## src/core/sli_regs.vh

```
// Purpose: constants for the simplex link init/status block
// Assumes: 100 MHz user clock, 32-bit register bus words
// Notes:   definitions only
`ifndef SLI_REGS_VH
`define SLI_REGS_VH

// ****************************************
// clock and timing
// ****************************************
`define SLI_CLK_PERIOD_NS    10
`define SLI_ALIGN_WAIT_US    20
`define SLI_BOND_WAIT_US     20
`define SLI_VERIFY_WAIT_US   40
`define SLI_REINIT_US        10000
`define SLI_WDOG_US          160
`define SLI_RESTART_HOLD_CYC 4
`define SLI_US_TO_CYC(t)     (((t) * 1000) / `SLI_CLK_PERIOD_NS)

// ****************************************
// register map (byte addresses)
// ****************************************
`define SLI_ADDR_W         4
`define SLI_OFS_CTRL       4'h0
`define SLI_OFS_STATUS     4'h4
`define SLI_OFS_LANES      4'h8
`define SLI_OFS_SOFTCNT    4'hc
`define SLI_CTRL_RST       3'h0
`define SLI_CTRL_TIMER     0
`define SLI_CTRL_TXRST     1
`define SLI_CTRL_REINIT    2
`define SLI_CTRL_W         3
`define SLI_CNT_W          16
`define SLI_CNT_MAX        16'hffff
`define SLI_LANE_FIELD     16

// ****************************************
// state codes
// ****************************************
`define SLI_ST_W   3
`define SLI_ST_RST 3'h0
`define SLI_ST_ALN 3'h1
`define SLI_ST_BND 3'h2
`define SLI_ST_VER 3'h3
`define SLI_ST_UP  3'h4

`endif

```

## src/core/sli_endpoint.v

```verilog
// Purpose: init/status logic of a combined simplex endpoint
// Assumes: one user clock; per-direction sync resets
// Notes:   transmit and receive directions are independent

`include "sli_regs.vh"

module sli_endpoint #(
	parameter LANES      = 2,
	parameter ALIGN_CYC  = `SLI_US_TO_CYC(`SLI_ALIGN_WAIT_US),
	parameter BOND_CYC   = `SLI_US_TO_CYC(`SLI_BOND_WAIT_US),
	parameter VERIFY_CYC = `SLI_US_TO_CYC(`SLI_VERIFY_WAIT_US),
	parameter REINIT_CYC = `SLI_US_TO_CYC(`SLI_REINIT_US),
	parameter WDOG_CYC   = `SLI_US_TO_CYC(`SLI_WDOG_US)
) (
	input  wire                   clk,
	input  wire                   reset,
	input  wire                   tx_system_reset,
	input  wire                   rx_system_reset,
	input  wire                   power_down_in,
	input  wire                   tx_hard_err_in,
	input  wire                   rx_hard_err_in,
	input  wire                   sender_lanes_aligned_in,
	input  wire                   sender_bonding_in,
	input  wire                   sender_verified_in,
	input  wire                   sender_restart_in,
	input  wire [0:LANES-1]       tx_gt_lane_ok,
	input  wire                   tx_user_valid_in,
	input  wire [0:LANES-1]       rx_gt_lane_locked,
	input  wire                   rx_bond_done_in,
	input  wire                   rx_verify_done_in,
	input  wire [0:LANES-1]       rx_code_err_in,
	input  wire                   rx_frame_err_in,
	input  wire                   rx_user_valid_in,
	input  wire [`SLI_ADDR_W-1:0] avs_address,
	input  wire                   avs_read,
	input  wire                   avs_write,
	input  wire [31:0]            avs_writedata,
	output reg  [31:0]            avs_readdata,
	output reg                    avs_waitrequest,
	output reg                    gt_power_down,
	output reg                    tx_channel_ready,
	output reg  [0:LANES-1]       tx_lane_ready,
	output reg                    tx_send_enable,
	output reg                    receiver_lanes_aligned_out,
	output reg                    receiver_bonding_out,
	output reg                    receiver_verified_out,
	output reg                    receiver_restart_out,
	output reg                    rx_channel_ready,
	output reg  [0:LANES-1]       rx_lane_ready,
	output reg                    rx_user_valid,
	output reg                    rx_soft_err,
	output reg                    rx_frame_err
);

	localparam [31:0] ALIGN_LIM  = ALIGN_CYC;
	localparam [31:0] BOND_LIM   = BOND_CYC;
	localparam [31:0] VERIFY_LIM = VERIFY_CYC;
	localparam [31:0] REINIT_LIM = REINIT_CYC;
	localparam [31:0] WDOG_LIM   = WDOG_CYC;
	localparam [31:0] HOLD_LIM   = `SLI_RESTART_HOLD_CYC;
	localparam        MULTI      = (LANES > 1);

	// ****************************************
	// register bus
	// ****************************************
	reg  [`SLI_CTRL_W-1:0] ctrl_r;
	reg  [`SLI_CNT_W-1:0]  softcnt_r;
	wire                   bus_req;
	wire                   bus_wr;
	wire                   cnt_clr;
	reg  [31:0]            rd_nxt;

	assign bus_req = avs_read | avs_write;
	assign bus_wr  = avs_write & ~avs_waitrequest;
	assign cnt_clr = bus_wr && (avs_address == `SLI_OFS_SOFTCNT);

	// one wait cycle, then the answer edge
	always @(posedge clk) begin
		if (reset) begin
			avs_waitrequest <= 1'b1;
			avs_readdata    <= 32'h0000_0000;
			ctrl_r          <= `SLI_CTRL_RST;
		end else begin
			avs_waitrequest <= ~(bus_req & avs_waitrequest);
			if (avs_read && avs_waitrequest)
				avs_readdata <= rd_nxt;
			if (bus_wr && (avs_address == `SLI_OFS_CTRL))
				ctrl_r <= avs_writedata[`SLI_CTRL_W-1:0];
		end
	end

	// ****************************************
	// partner sideband synchronisers
	// ****************************************
	wire [2:0] sb_pin;
	reg  [2:0] sb_s1_r;
	reg  [2:0] sb_s2_r;
	reg  [2:0] sb_s3_r;
	reg  [2:0] sb_r;

	assign sb_pin = {sender_verified_in, sender_bonding_in,
	                 sender_lanes_aligned_in};

	genvar g;
	generate
		for (g = 0; g < 3; g = g + 1) begin : g_sb
			always @(posedge clk) begin
				if (reset | tx_system_reset) begin
					sb_s1_r[g] <= 1'b0;
					sb_s2_r[g] <= 1'b0;
					sb_s3_r[g] <= 1'b0;
					sb_r[g]    <= 1'b0;
				end else begin
					sb_s1_r[g] <= sb_pin[g];
					sb_s2_r[g] <= sb_s1_r[g];
					sb_s3_r[g] <= sb_s2_r[g];
					if (sb_s2_r[g] == sb_s3_r[g])
						sb_r[g] <= sb_s3_r[g];
				end
			end
		end
	endgenerate

	// ****************************************
	// transmit direction
	// ****************************************
	reg  [`SLI_ST_W-1:0] tx_st_r;
	reg  [`SLI_ST_W-1:0] tx_st_nxt;
	reg  [31:0]          tx_tmr_r;
	wire                 tx_rst;
	wire                 timer_mode;
	wire                 tx_aln_ok;
	wire                 tx_bnd_ok;
	wire                 tx_ver_ok;

	assign timer_mode = ctrl_r[`SLI_CTRL_TIMER];
	// own hard error only; receive side plays no part
	assign tx_rst = reset | tx_system_reset | tx_hard_err_in
	              | sender_restart_in
	              | ctrl_r[`SLI_CTRL_TXRST];
	assign tx_aln_ok = timer_mode ? (tx_tmr_r >= ALIGN_LIM) : sb_r[0];
	assign tx_bnd_ok = timer_mode ? (tx_tmr_r >= BOND_LIM) : sb_r[1];
	assign tx_ver_ok = timer_mode ? (tx_tmr_r >= VERIFY_LIM) : sb_r[2];

	always @* begin
		tx_st_nxt = tx_st_r;
		case (tx_st_r)
			`SLI_ST_RST: begin
				tx_st_nxt = `SLI_ST_ALN;
			end
			`SLI_ST_ALN: begin
				if (tx_aln_ok)
					tx_st_nxt = MULTI ? `SLI_ST_BND : `SLI_ST_VER;
			end
			`SLI_ST_BND: begin
				if (tx_bnd_ok)
					tx_st_nxt = `SLI_ST_VER;
			end
			`SLI_ST_VER: begin
				if (tx_ver_ok)
					tx_st_nxt = `SLI_ST_UP;
			end
			`SLI_ST_UP: begin
				// timer partner cannot ask for a restart, so reinit
				if (timer_mode && ctrl_r[`SLI_CTRL_REINIT] &&
				    (tx_tmr_r >= REINIT_LIM))
					tx_st_nxt = `SLI_ST_RST;
				else if (!timer_mode && !sb_r[0])
					tx_st_nxt = `SLI_ST_RST;
			end
			default: begin
				tx_st_nxt = `SLI_ST_RST;
			end
		endcase
	end

	always @(posedge clk) begin
		if (tx_rst) begin
			tx_st_r          <= `SLI_ST_RST;
			tx_tmr_r         <= 32'h0000_0000;
			tx_channel_ready <= 1'b0;
			tx_send_enable   <= 1'b0;
		end else begin
			tx_st_r <= tx_st_nxt;
			if (tx_st_nxt != tx_st_r)
				tx_tmr_r <= 32'h0000_0000;
			else if (tx_tmr_r != 32'hffff_ffff)
				tx_tmr_r <= tx_tmr_r + 32'h0000_0001;
			tx_channel_ready <= (tx_st_nxt == `SLI_ST_UP);
			tx_send_enable   <= (tx_st_nxt == `SLI_ST_UP) &&
			                    (&tx_gt_lane_ok) && tx_user_valid_in;
		end
	end

	generate
		for (g = 0; g < LANES; g = g + 1) begin : g_txl
			always @(posedge clk) begin
				if (tx_rst)
					tx_lane_ready[g] <= 1'b0;
				else
					tx_lane_ready[g] <= tx_gt_lane_ok[g] &&
					    (tx_st_nxt != `SLI_ST_RST) &&
					    (tx_st_nxt != `SLI_ST_ALN);
			end
		end
	endgenerate

	// ****************************************
	// receive direction
	// ****************************************
	reg  [`SLI_ST_W-1:0] rx_st_r;
	reg  [`SLI_ST_W-1:0] rx_st_nxt;
	reg  [31:0]          rx_tmr_r;
	wire                 rx_rst;
	wire                 rx_all_lk;
	wire                 rx_wdog;

	assign rx_rst    = reset | rx_system_reset | rx_hard_err_in;
	assign rx_all_lk = &rx_gt_lane_locked;
	assign rx_wdog   = (rx_tmr_r >= WDOG_LIM);

	always @* begin
		rx_st_nxt = rx_st_r;
		case (rx_st_r)
			`SLI_ST_RST: begin
				if (rx_tmr_r + 32'h0000_0001 >= HOLD_LIM)
					rx_st_nxt = `SLI_ST_ALN;
			end
			`SLI_ST_ALN: begin
				if (rx_all_lk)
					rx_st_nxt = MULTI ? `SLI_ST_BND : `SLI_ST_VER;
				else if (rx_wdog)
					rx_st_nxt = `SLI_ST_RST;
			end
			`SLI_ST_BND: begin
				if (!rx_all_lk || rx_wdog)
					rx_st_nxt = `SLI_ST_RST;
				else if (rx_bond_done_in)
					rx_st_nxt = `SLI_ST_VER;
			end
			`SLI_ST_VER: begin
				if (!rx_all_lk || rx_wdog)
					rx_st_nxt = `SLI_ST_RST;
				else if (rx_verify_done_in)
					rx_st_nxt = `SLI_ST_UP;
			end
			`SLI_ST_UP: begin
				if (!rx_all_lk)
					rx_st_nxt = `SLI_ST_RST;
			end
			default: begin
				rx_st_nxt = `SLI_ST_RST;
			end
		endcase
	end

	// sideband outputs always driven, used or not
	always @(posedge clk) begin
		if (rx_rst) begin
			rx_st_r                    <= `SLI_ST_RST;
			rx_tmr_r                   <= 32'h0000_0000;
			rx_channel_ready           <= 1'b0;
			receiver_lanes_aligned_out <= 1'b0;
			receiver_bonding_out       <= 1'b0;
			receiver_verified_out      <= 1'b0;
			receiver_restart_out       <= 1'b1;
			rx_user_valid              <= 1'b0;
			rx_soft_err                <= 1'b0;
			rx_frame_err               <= 1'b0;
		end else begin
			rx_st_r <= rx_st_nxt;
			if (rx_st_nxt != rx_st_r)
				rx_tmr_r <= 32'h0000_0000;
			else if (rx_tmr_r != 32'hffff_ffff)
				rx_tmr_r <= rx_tmr_r + 32'h0000_0001;
			receiver_lanes_aligned_out <= (rx_st_nxt >= `SLI_ST_BND);
			receiver_bonding_out       <= MULTI &&
			                              (rx_st_nxt >= `SLI_ST_VER);
			receiver_verified_out      <= (rx_st_nxt == `SLI_ST_UP);
			receiver_restart_out       <= (rx_st_nxt == `SLI_ST_RST);
			rx_channel_ready           <= (rx_st_nxt == `SLI_ST_UP);
			rx_user_valid              <= rx_user_valid_in && rx_all_lk &&
			                              (rx_st_r == `SLI_ST_UP);
			rx_soft_err                <= |rx_code_err_in;
			rx_frame_err               <= rx_frame_err_in;
		end
	end

	generate
		for (g = 0; g < LANES; g = g + 1) begin : g_rxl
			always @(posedge clk) begin
				if (rx_rst)
					rx_lane_ready[g] <= 1'b0;
				else
					rx_lane_ready[g] <= rx_gt_lane_locked[g] &&
					                    (rx_st_nxt != `SLI_ST_RST);
			end
		end
	endgenerate

	// ****************************************
	// soft error counter and power-down
	// ****************************************
	always @(posedge clk) begin
		if (rx_rst) begin
			softcnt_r <= {`SLI_CNT_W{1'b0}};
		end else if (rx_soft_err) begin
			// an error in the clear cycle survives the clear
			if (cnt_clr)
				softcnt_r <= {{(`SLI_CNT_W-1){1'b0}}, 1'b1};
			else if (softcnt_r != `SLI_CNT_MAX)
				softcnt_r <= softcnt_r + 1'b1;
		end else if (cnt_clr) begin
			softcnt_r <= {`SLI_CNT_W{1'b0}};
		end
	end

	always @(posedge clk) begin
		if (reset)
			gt_power_down <= 1'b0;
		else
			gt_power_down <= power_down_in;
	end

	// ****************************************
	// read mux
	// ****************************************
	integer k;
	always @* begin
		rd_nxt = 32'h0000_0000;
		case (avs_address)
			`SLI_OFS_CTRL: begin
				rd_nxt[`SLI_CTRL_W-1:0] = ctrl_r;
			end
			`SLI_OFS_STATUS: begin
				rd_nxt[0]   = tx_channel_ready;
				rd_nxt[1]   = rx_channel_ready;
				rd_nxt[2]   = receiver_lanes_aligned_out;
				rd_nxt[3]   = receiver_bonding_out;
				rd_nxt[4]   = receiver_verified_out;
				rd_nxt[5]   = receiver_restart_out;
				rd_nxt[10:8]  = tx_st_r;
				rd_nxt[14:12] = rx_st_r;
			end
			`SLI_OFS_LANES: begin
				for (k = 0; k < LANES; k = k + 1) begin
					rd_nxt[k] = rx_lane_ready[k];
					rd_nxt[k + `SLI_LANE_FIELD] = tx_lane_ready[k];
				end
			end
			`SLI_OFS_SOFTCNT: begin
				rd_nxt[`SLI_CNT_W-1:0] = softcnt_r;
			end
			default: begin
				rd_nxt = 32'h0000_0000;
			end
		endcase
	end

endmodule // sli_endpoint

```

## config.mk

```make
export PLATFORM = sky130hd
export DESIGN_NAME = sli_endpoint
export DESIGN_NICKNAME = d
export VERILOG_FILES = /design/src/core/sli_endpoint.v
export VERILOG_INCLUDE_DIRS = /design/src /design/src/core
export SDC_FILE = /design/constraint.sdc
export NUM_CORES = 1
export LEC_CHECK = 0
export BUFFER_PORTS_ARGS = -buffer_cell sky130_fd_sc_hd__buf_4
export CAP_MARGIN = 20
export CORE_MARGIN = 4
export CORE_UTILIZATION = 63
export CTS_BUF_LIST = sky130_fd_sc_hd__clkbuf_4
export DETAILED_ROUTE_END_ITERATION = 16
export PLACE_DENSITY = 0.84
export RECOVER_POWER = 50
export SLEW_MARGIN = 15
export SYNTH_ARGS = -nofsm -noshare
export SYNTH_HDL_FRONTEND = slang
export SYNTH_SLANG_ARGS = --single-unit
```

## constraint.sdc

```tcl
create_clock -name clk -period 5.9 [get_ports clk]
set_clock_uncertainty 0.15 [all_clocks]
set_input_delay 0.59 -clock clk [delete_from_list [all_inputs] [get_ports clk]]
set_output_delay 0.59 -clock clk [all_outputs]
set_load 0.005 [all_outputs]
```

# ---- Word-level counts from Yosys, hierarchy flattened
# Index checks and enable logic that the tools add are counted.
dict set report word_totals {
  reg_bits 134
  inputBits 60
  out_inout_bits 48
  word_cells 142
}
dict set report classes {
  add_sub_neg 3
  n_lt_le_gt_ge 7
  eq_ne 22
  n_mux 31
  bitwise 11
  n_reduce_logical 34
}
# operator n
set op_table {}
lappend op_table {{$add A32 B1 Y32 const B} 2}
lappend op_table {{$mux W16} 4}
lappend op_table {{$ne A32 B32 Y1 const B} 2}
lappend op_table {{$mux W3} 13}
lappend op_table {{$ge A32 B11 Y1 const B} 1}
lappend op_table {{$ge A32 B12 Y1 const B} 1}
lappend op_table {{$ge A32 B14 Y1 const B} 1}
lappend op_table {{$ge A32 B20 Y1 const B} 1}
lappend op_table {{$ge A32 B3 Y1 const B} 1}
lappend op_table {{$pmux W3 S5} 2}
lappend op_table {{$pmux W3 S2} 3}
lappend op_table {{$add A16 B1 Y16 const B} 1}
lappend op_table {{$logic_and A1 B1 Y1} 16}
lappend op_table {{$ne A16 B16 Y1 const B} 1}
lappend op_table {{$eq A3 B2 Y1 const B} 4}
lappend op_table {{$eq A3 B3 Y1 const B} 4}
lappend op_table {{$logic_not A3 Y1} 3}
lappend op_table {{$eq A4 B4 Y1 const B} 2}
lappend op_table {{$pmux W2 S4} 1}
lappend op_table {{$or A1 B1 Y1} 7}
lappend op_table {{$eq A3 B1 Y1 const B} 2}
lappend op_table {{$ge A3 B2 Y1 const B} 2}
lappend op_table {{$ne A3 B3 Y1} 2}
lappend op_table {{$reduce_and A2 Y1} 3}
lappend op_table {{14 further kinds} 29}

# ---- Logic depth before layout (Yosys ltp)
# Gate-level depths: netlist (run 1).
dict set report logic_depth {
  ltp_word 8
  mapped_depth 11
  mapped_depth_nobuf 9
}

# ---- Least setup slack after synthesis (run 1)
# Ideal clock, no wire load.
dict set report synth_timing {
  path_type {register -> register}
  startpoint {register rx_tmr_r[1]}
  endpoint {register rx_tmr_r[5]}
  setup_ps 83
  arrival_time_ps 2662
  required_ps 5667
  slack_ps 3005
  stages_incl_launch_ff 11
  n_path_buf 2
  synth_period_minus_slack_ps 2895
  path_cell_list {dfxtp_1 -> clkbuf_1 -> nand4_1 -> nor2_1 -> mux2i_1 -> mux2i_1 -> or4b_4 -> nor4_4 -> a21oi_2 -> buf_6 -> a211oi_2}
}
dict set report synth_via {
  elab_chain_len 6
  word_cells_on_any_way 13
  classes_between {add/sub: 1; order compare: 2; eq/ne: 2; mux: 6; reduce/logical: 2}
}
# item line_no
set synth_lines {}
lappend synth_lines {{start, declared} sli_endpoint.v:213} ;# reg [31:0] rx_tmr_r;
lappend synth_lines {{start signal, assigned} sli_endpoint.v:275} ;# rx_tmr_r <= rx_tmr_r + 32'h0000_0001;
lappend synth_lines {{$add A32 B1 Y32 / $ge A32 B14 Y1 (equally long branches)} {sli_endpoint.v:226, sli_endpoint.v:275, sli_endpoint.v:220}}
lappend synth_lines {{$ge A32 B3 Y1, or another cell as far along} sli_endpoint.v:226} ;# if (rx_tmr_r + 32'h0000_0001 >= HOLD_LIM)
lappend synth_lines {{$mux W3 (on tied branches)} n/a}
lappend synth_lines {{$pmux W3 S5} sli_endpoint.v:224} ;# case (rx_st_r)
lappend synth_lines {{$ne A3 B3 Y1} sli_endpoint.v:272} ;# if (rx_st_nxt != rx_st_r)
lappend synth_lines {{$reduce_or A2 Y1 (no source line)} n/a}
# Several ways; a longest one is shown, not always the timed one.
# A chain may end at the register's enable or synchronous reset.

# ---- Final worst setup path (run 1)
dict set report layout_timing {
  startpoint {register rx_tmr_r[1]}
  endpoint {register rx_tmr_r[4]}
}
# The elaborated chain is that of the path after synthesis.

==> out/qor.csv, run 1 <==
metric,value,unit
DR vias,5886,
clk slew on worst S/H paths,0.12,ns
clk sinks,134,
fin crit share,63.1,%
"CP delay by family, top",simple AND/OR/NAND/NOR gates,
CTS Buf Count,17,
DRT iter0 DRCs,564,
layout cell share with drive strength beyond 1,16.3,%
Hold Path Class,in -> reg,
Leak,2.71,nW
Ant. Diodes,0,
Post-DP HPWL,10900,um
crit path cell chain,ha_1 > nand3_1 > nor4_4 > and3_1 > a31oi_1 > or4b_4 > nor4_4 > a21oi_4 > buf_16 > a211oi_1,
slew margin rel.,23.8,%
drt via density,6.02,
worst slew pin tran,1.14,ns
"Max FO, Critical Path",17,
CP arrival,4.03,ns
H-tree depth reported by CTS,4,
largest net degree at the start of global routing,33,
largest family of logic cells by synthesized area,simple AND/OR/NAND/NOR gates,
vias in the first global route,5546,
Startpoint Class,register,
Die ar.,12300,um2
unrepaired setup endpoints after global routing,false,
die height,111,um
max incr delay on CP,0.54,ns
Fill cells,760,
# Post-CTS Setup Buffers,0,
Core Area,10300,um2
first-pass GRT wire length,25700,um
Clock Latency Late Sink,0.54,ns
"Buf+Inv Stages, Crit Path",1,
synthesized cell area,6670,um2
1st-pass router iterations,6,
warnings from Yosys,0,
CP Class,reg -> reg,
Clock Tree Buf Depth,2,
pwr dens,229,nW/um2
status,completed,
Max VDD drop,0.173,mV
Worst path slowest cell,or4b_4,
Met2 Wirelength,7530,um
met3 wire length,1090,um
Ports,108,
final wirelength,15300,um
WL met1,6280,um
Crit path top cell by count,nor4_4,
Synth cell types,62,
CP endpoint kind,register,
gr ovfl total,0,
final net count,894,
proportion of synthesized area in mux cells,2.62,%
Adder-Cell Fraction of Synth Area,0.937,%
DIE WIDTH,111,um
Port Buffers,64,
Total Routing Usage GR,24.6,%
Max-Cap Viols,0,
register area share after synthesis,40.2,%
Seq cells post-synth,134,
area grow syn2layout,12.4,%
XOR/XNOR share of the synthesized area,10.2,%
"Top FF cell, synth",dfxtp_1,
"Hold-fix buffers, CTS",0,
Synth Area in Simple Gates,28.0,%
"EDFF count, synth",0,
post-route DRC violation count,0,
GPL Wtd Cong,0.933,
async set-reset flop share out of synthesis,0,%
initial core utilization,64.6,%
num rows,37,
Max Used Layer,met4,
setup violators final,0,
Mean Syn Cell Area,8.52,um2
Max Freq,269,MHz
TNS Setup,0,ns
final hold vios,0,
"Req. time, crit path",6.20,ns
initial antenna violation count,0,
Post-DRT Antenna Nets,0,
Synth Area in Compound Gates,12.4,%
Post-CTS Resized,0,
TritonCTS clock tree,built,
Wirelength per Cell,15.6,um
end-of-flow core utilization,72.7,%
min Tclk post-route,3.72,ns
Mapped Cells,783,
Final Slew Violations,0,
root cell of the clock tree,clkbuf_4,
-- kinds of logic (layout without fill, tap and decap cells) --
family	Yosys count	in the layout
AND/OR/NAND/NOR	366	366
flip-flops	134	134
AO/OA/AOI/OAI	109	109
XOR/XNOR	78	78
buffers and inverters	74	120
multiplexers	16	16
adder cells (fa/ha/maj)	5	5
other	1	14
-- synth_stat cells, types with 21 or more instances --
| cell | instances | area share (%) |
|---|---|---|
| nand3_1 | 42 | 3.1 |
| xnor2_1 | 35 | 4.6 |
| xor2_1 | 43 | 5.6 |
| dfxtp_1 | 134 | 40 |
| clkbuf_1 | 29 | 1.6 |
| nand2_1 | 59 | 3.3 |
| nor2_1 | 121 | 6.8 |
| nor3_1 | 31 | 2.3 |
| nand4_1 | 26 | 2.4 |
| a21oi_1 | 21 | 1.6 |
-- sequential cells by signal, summed over array words and instances (netlist names), 2 cells and up --
signal and cells:
softcnt_r 16, sb_s2_r 3, rx_st_r 3, tx_st_r 3, sb_r 3, ctrl_r 3
avs_readdata 18, rx_lane_ready 2, rx_tmr_r 32, tx_lane_ready 2, tx_tmr_r 32, sb_s3_r 3
sb_s1_r 3
-- stage by stage --
step	setup WS [ns]	hold WS [ns]	cell area, um2	total power [mW]	instances
5_1_grt	1.97	0.0768	7500	1.77	978
3_3_place_gp	2.43	0.256	7140	1.01	945
2_1_floorplan	3.01	0.256	6720	0.981	796
3_5_place_dp	2.29	0.261	7140	1.01	945
6_report	2.18	0.0857	7500	1.72	978
4_1_cts	2.22	0.0719	7490	1.72	977
-- final timing paths --
path                      startpoint          end  slack (ns)  cells past startpoint
hold reg to reg           sb_s1_r[1]   sb_s2_r[1]        0.29                      1
hold / removal    sender_verified_in   sb_s1_r[2]        0.09                      2
setup / recovery         rx_tmr_r[1]  rx_tmr_r[4]        2.18                     10
setup reg to reg         rx_tmr_r[1]  rx_tmr_r[4]        2.18                     10
-- worst reg2reg max path: stages (launching register included) --
cell and delay, ns:
dfxtp_1 0.53, ha_1 0.31, nand3_1 0.27, nor4_4 0.43
and3_1 0.25, a31oi_1 0.10, or4b_4 0.54, nor4_4 0.35
a21oi_4 0.25, buf_16 0.23, a211oi_1 0.23
-- final cells by class --
| class | instances | area (um2) | share of cell area, % |
|---|---|---|---|
| inverters | 18 | 67.6 | 0.900 |
| flip-flops and latches | 134 | 2680 | 35.8 |
| clock buffers | 17 | 128 | 1.70 |
| multi-input cells | 588 | 3700 | 49.3 |
| well taps | 136 | 170 | 2.27 |
| clock inverters | 15 | 224 | 2.98 |
| repair buffers | 70 | 534 | 7.12 |
-- where the power goes --
part / internal (mW) / leakage [nW] / switching, mW / total [mW]
clock network: 0.380 / 0.171 / 0.352 / 0.732
logic: 0.0305 / 1.46 / 0.0404 / 0.0709
registers: 0.912 / 1.08 / 0.00591 / 0.918
total: 1.32 / 2.71 / 0.398 / 1.72
-- placed cells by master (no fill, tap or decap), types with 4 or more instances in the layout --
cell        count
conb_1         14
and4_1          8
mux2i_1        13
and2_0          7
nor4_1          9
a221oi_1        8
nor2b_1         6
nand2_1        59
nor3_1         31
o21ai_0        18
a211oi_2       18
a31oi_1         4
buf_4          33
nand3_1        42
inv_1          18
clkbuf_4       50
bufinv_16       5
nor2_1        121
nor3_2          4
or3_1           6
xor2_1         43
nand3b_1        4
a21oi_1        21
a211oi_1        8
clkinvlp_4      5
nand4_1        26
ha_1            5
a22oi_1         5
xnor2_1        35
dfxtp_1       134
o31ai_1         4
and2_1         11
and3_1         13
o211ai_1        5
-- layer usage --
metal  up-vias  global-route usage (%)
met2       253                    41.7
li1       2817                       -
met5         -                       0
met1      2769                    30.3
met4         0                    9.44
met3        47                    5.51
No activity file was read; power rests on OpenSTA's default activity.
==> run 2, diff against run 1 <==
Settings changed: CORE_UTILIZATION 63 to 59, PLACE_DENSITY 0.84 to 0.79.
Clock period 5.9 ns to 3.8 ns, I/O delays scaled along.
==> run 2 against run 1 <==
  * Clock power grew 31%
  * Global-route usage up 1.0 points
  * Critical endpoint is now rx_tmr_r[27]
  * Highest routed layer unchanged
  * Worst hold slack got worse by 0.028 ns
  * Via count up 0.58%
  * First-iteration DRC count up 1.6%
  * Maximum frequency grew 7.1%
  * Total power increased by 46%
  * Clock-buffer cell count grew 1
  * Final area increased by 3.4%
  * Register-to-register slack got worse by 1.9 ns
  * Cell count increased by 3.6%
  * Routed wire length increased by 5.8%
==> out/qor.csv, run 2 (synthesis results as in run 1) <==
metric,value,unit
status,completed,
slew margin rel.,22.9,%
"commonest non-fill, non-tap cell in the layout",dfxtp_1,
Startpoint Class,register,
setup violators final,0,
Max Freq,287,MHz
root cell of the clock tree,clkbuf_4,
DR vias,5920,
Final Hold Slack,0.0582,ns
PnR Total Power,2.52,mW
Wirelength per Cell,15.9,um
die height,114,um
Area after DPL,7160,um2
unrepaired setup endpoints after global routing,false,
pwr dens,325,nW/um2
cell area after layout,7760,um2
Hold Path Class,in -> reg,
vias in the first global route,5680,
post-route DRC violation count,0,
Clock Latency Late Sink,0.57,ns
Post-DP HPWL,11100,um
Ant. Diodes,0,
most frequent cells in the layout,"133 x dfxtp_1, 121 x nor2_1, 59 x nand2_1",
initial core utilization,61.0,%
Die ar.,13100,um2
Max VDD drop,0.244,mV
DIE WIDTH,114,um
final hold vios,0,
Finished Layout Cells,1013,
Leak,2.83,nW
Total Routing Usage GR,25.6,%
Clock Tree Buf Depth,2,
CTS Buf Count,17,
Max-Cap Viols,0,
final net count,925,
drt via density,5.84,
Port Buffers,64,
first-pass GRT wire length,27200,um
Ports,108,
"Max FO, Critical Path",22,
TritonCTS clock tree,built,
CP arrival,3.82,ns
final wirelength,16100,um
largest net degree at the start of global routing,33,
layout cell share with drive strength beyond 1,16.0,%
area grow syn2layout,16.2,%
Post-DRT Antenna Nets,0,
end-of-flow core utilization,70.9,%
Core Area,10900,um2
fin crit share,91.5,%
initial antenna violation count,0,
clk sinks,134,
GPL Wtd Cong,0.943,
placed insts,952,
TNS Setup,0,ns
worst slew pin tran,1.16,ns
biggest regs,"rx_tmr_r (32), tx_tmr_r (32), avs_readdata (18)",
CP Class,reg -> reg,
min Tclk post-route,3.48,ns
1st-pass router iterations,6,
Final Slew Violations,0,
CP endpoint kind,register,
setup slack after layout,0.322,ns
gr ovfl total,0,
H-tree depth reported by CTS,4,
DRT iter0 DRCs,573,
clk slew on worst S/H paths,0.12,ns
pre-CTS WS,0.218,ns
num rows,38,
"Req. time, crit path",4.14,ns
[run 2: changes by cell type in the layout (fill, tap and decap cells not counted), sizes merged]
cell,previous run,this run
dlygate4sd3,0,27
buf,34,37
clkbuf,53,55
bufinv,5,2
clkinv,2,4
[run 2: final timing paths]
kind / from / end / slack, ns / cells after the start
hold / removal: avs_address[0] / avs_readdata[1] / 0.06 / 4
setup reg to reg: rx_tmr_r[0] / rx_tmr_r[27] / 0.32 / 10
hold reg to reg: sb_s1_r[0] / sb_s2_r[0] / 0.29 / 1
setup / recovery: rx_tmr_r[0] / rx_tmr_r[27] / 0.32 / 10
[run 2: area by class of cell]
type,count,area [um2]
multi-input combinational,588,3700
timing repair buffer,101,847
clock buffer,18,135
sequential,134,2680
clock inverter,14,151
inverter,18,67.6
fill,833,3180
tap,140,175
[run 2: critical path, stage by stage (launching register included)]
cell and delay, ns:
dfxtp_1 0.49, ha_1 0.29, nand3_1 0.25, nor4_4 0.32, and3_1 0.24, a31oi_1 0.09, or4b_4 0.54, nor4_4 0.38
a21oi_4 0.22, buf_16 0.23, a211oi_2 0.20
[run 2: power breakdown]
part	switching, mW	leakage [nW]	total, mW	internal, mW
logic	0.0687	1.60	0.135	0.0660
clock network	0.558	0.141	0.959	0.401
registers	0.00952	1.08	1.43	1.42
[run 2: repair_timing]
| item | 4_1_cts | 5_1_grt |
|---|---|---|
| hold buffers | 27 | 0 |
| resized for setup | 0 | 1 |
| endpoints found under the hold margin | 28 | 0 |
| endpoints found under the setup margin | 0 | 19 |
| buffers inserted | 0 | 0 |
[run 2: per-layer routing]
metal  vias up  GRT usage, %  routed length, um
met5         -             0                  0
met4         0          7.36                204
met3        23          6.18               1260
met2       228          42.9               7680
met1      2790          32.9               7000
li1       2879             -                  -
==> run 3, diff against run 2 <==
Settings changed: BUFFER_PORTS_ARGS -buffer_cell sky130_fd_sc_hd__buf_4 to -buffer_cell sky130_fd_sc_hd__buf_2.
==> run 3 against run 2 <==
  * Critical path type unchanged
  * Critical endpoint is now rx_tmr_r[16]
  * Total power fell by 0.54%
  * Largest power group unchanged
  * Non-clock buffer count fell by 4
  * Final area fell by 2.8%
  * Highest routed layer unchanged
==> out/qor.csv, run 3 (synthesis results as in run 1) <==
metric,value,unit
status,completed,
slew margin rel.,25.1,%
end-of-flow core utilization,69.0,%
Clock Latency Late Sink,0.58,ns
Max Freq,287,MHz
1st-pass router iterations,5,
Core Area,10900,um2
most frequent cells in the layout,"132 x dfxtp_1, 121 x nor2_1, 59 x nand2_1",
CP Class,reg -> reg,
"commonest non-fill, non-tap cell in the layout",dfxtp_1,
"Req. time, crit path",4.13,ns
Ant. Diodes,0,
clk sinks,134,
Finished Layout Cells,1009,
worst slew pin tran,1.12,ns
min Tclk post-route,3.48,ns
post-route DRC violation count,0,
final hold vios,0,
layout cell share with drive strength beyond 1,14.5,%
Max-Cap Viols,0,
Port Buffers,64,
TritonCTS clock tree,built,
Final Slew Violations,0,
CP arrival,3.81,ns
gr ovfl total,0,
clk slew on worst S/H paths,0.13,ns
fin crit share,91.6,%
Register-to-Register Path Depth,10,
initial antenna violation count,0,
largest net degree at the start of global routing,33,
Wirelength per Cell,15.7,um
placed insts,952,
Clock Tree Buf Depth,2,
first-pass GRT wire length,26300,um
Max VDD drop,0.363,mV
Total Routing Usage GR,24.6,%
Leak,2.73,nW
initial core utilization,61.0,%
root cell of the clock tree,clkbuf_4,
unrepaired setup endpoints after global routing,false,
Post-DRT Antenna Nets,0,
final net count,921,
Final Hold Slack,0.0563,ns
Ports,108,
CP endpoint kind,register,
Hold Path Class,in -> reg,
TNS Setup,0,ns
final wirelength,15900,um
GPL Wtd Cong,0.944,
setup violators final,0,
die height,114,um
area grow syn2layout,13.0,%
pwr dens,332,nW/um2
DRT iter0 DRCs,444,
Die ar.,13100,um2
DIE WIDTH,114,um
DR vias,5910,
hold path depth,3,
"Max FO, Critical Path",19,
biggest regs,"rx_tmr_r (32), tx_tmr_r (32), avs_readdata (18)",
Post-DP HPWL,11200,um
pre-CTS WS,0.205,ns
setup slack after layout,0.320,ns
Startpoint Class,register,
CTS Buf Count,17,
drt via density,5.86,
num rows,38,
H-tree depth reported by CTS,4,
vias in the first global route,5690,
## run 3: cell types whose count changed in the layout (fill, tap and decap cells not counted), sizes merged
cell and change:
buf +16, clkbuf -16, inv +8, dlygate4sd3 -5, clkinv -3, clkinvlp -3
bufinv -1
## run 3: through the flow
| stage | power, mW | area (um2) |
|---|---|---|
| after global placement | 1.55 | 7000 |
| after CTS | 2.52 | 7510 |
| after detailed placement | 1.55 | 7000 |
| final | 2.51 | 7540 |
| after global routing | 2.60 | 7540 |
| after floorplan | 1.52 | 6720 |
## run 3: worst paths after layout
check	end	slack (ns)	start
setup / recovery	rx_tmr_r[16]	0.32	rx_tmr_r[1]
hold reg to reg	sb_s2_r[1]	0.29	sb_s1_r[1]
setup reg to reg	rx_tmr_r[16]	0.32	rx_tmr_r[1]
hold / removal	softcnt_r[0]	0.06	rx_hard_err_in
## run 3: worst max-delay path, stage by stage, from the launching register on
cell and delay, ns:
dfxtp_2 0.45, ha_1 0.29, nand3_2 0.18, nor4_4 0.43, and3_1 0.25, a31oi_1 0.09
or4b_4 0.54, nor4_4 0.38, a21oi_4 0.23, buf_16 0.22, a211oi_1 0.19
## run 3: per-layer routing
metal / global-route usage (%) / up-vias / wire, um
met3: 5.39 / 33 / 1030
li1: - / 2878 / -
met2: 41.6 / 217 / 7660
met1: 30.6 / 2782 / 6830
met5: 0 / - / 0
met4: 9.82 / 0 / 369
## run 3: repair_timing
action | 4_1_cts | 5_1_grt
setup buffers | 0 | 1
hold buffers | 22 | 0
resized for setup | 0 | 3
hold endpoints to repair | 20 | 0
endpoints found under the setup margin | 0 | 14
## run 3: final cells by class
cell class              instances  area (um2)
repair buffers                 97         631
inverters                      18        67.6
flip-flops and latches        134        2690
multi-input cells             588        3700
fillers                       866        3390
clock buffers                  17         128
well taps                     140         175
clock inverters                15         155
## run 3: power by group
group	switching (mW)	total [mW]	internal, mW
sequential	0.00907	1.43	1.42
combinational	0.0671	0.119	0.0524
clock	0.609	0.960	0.352
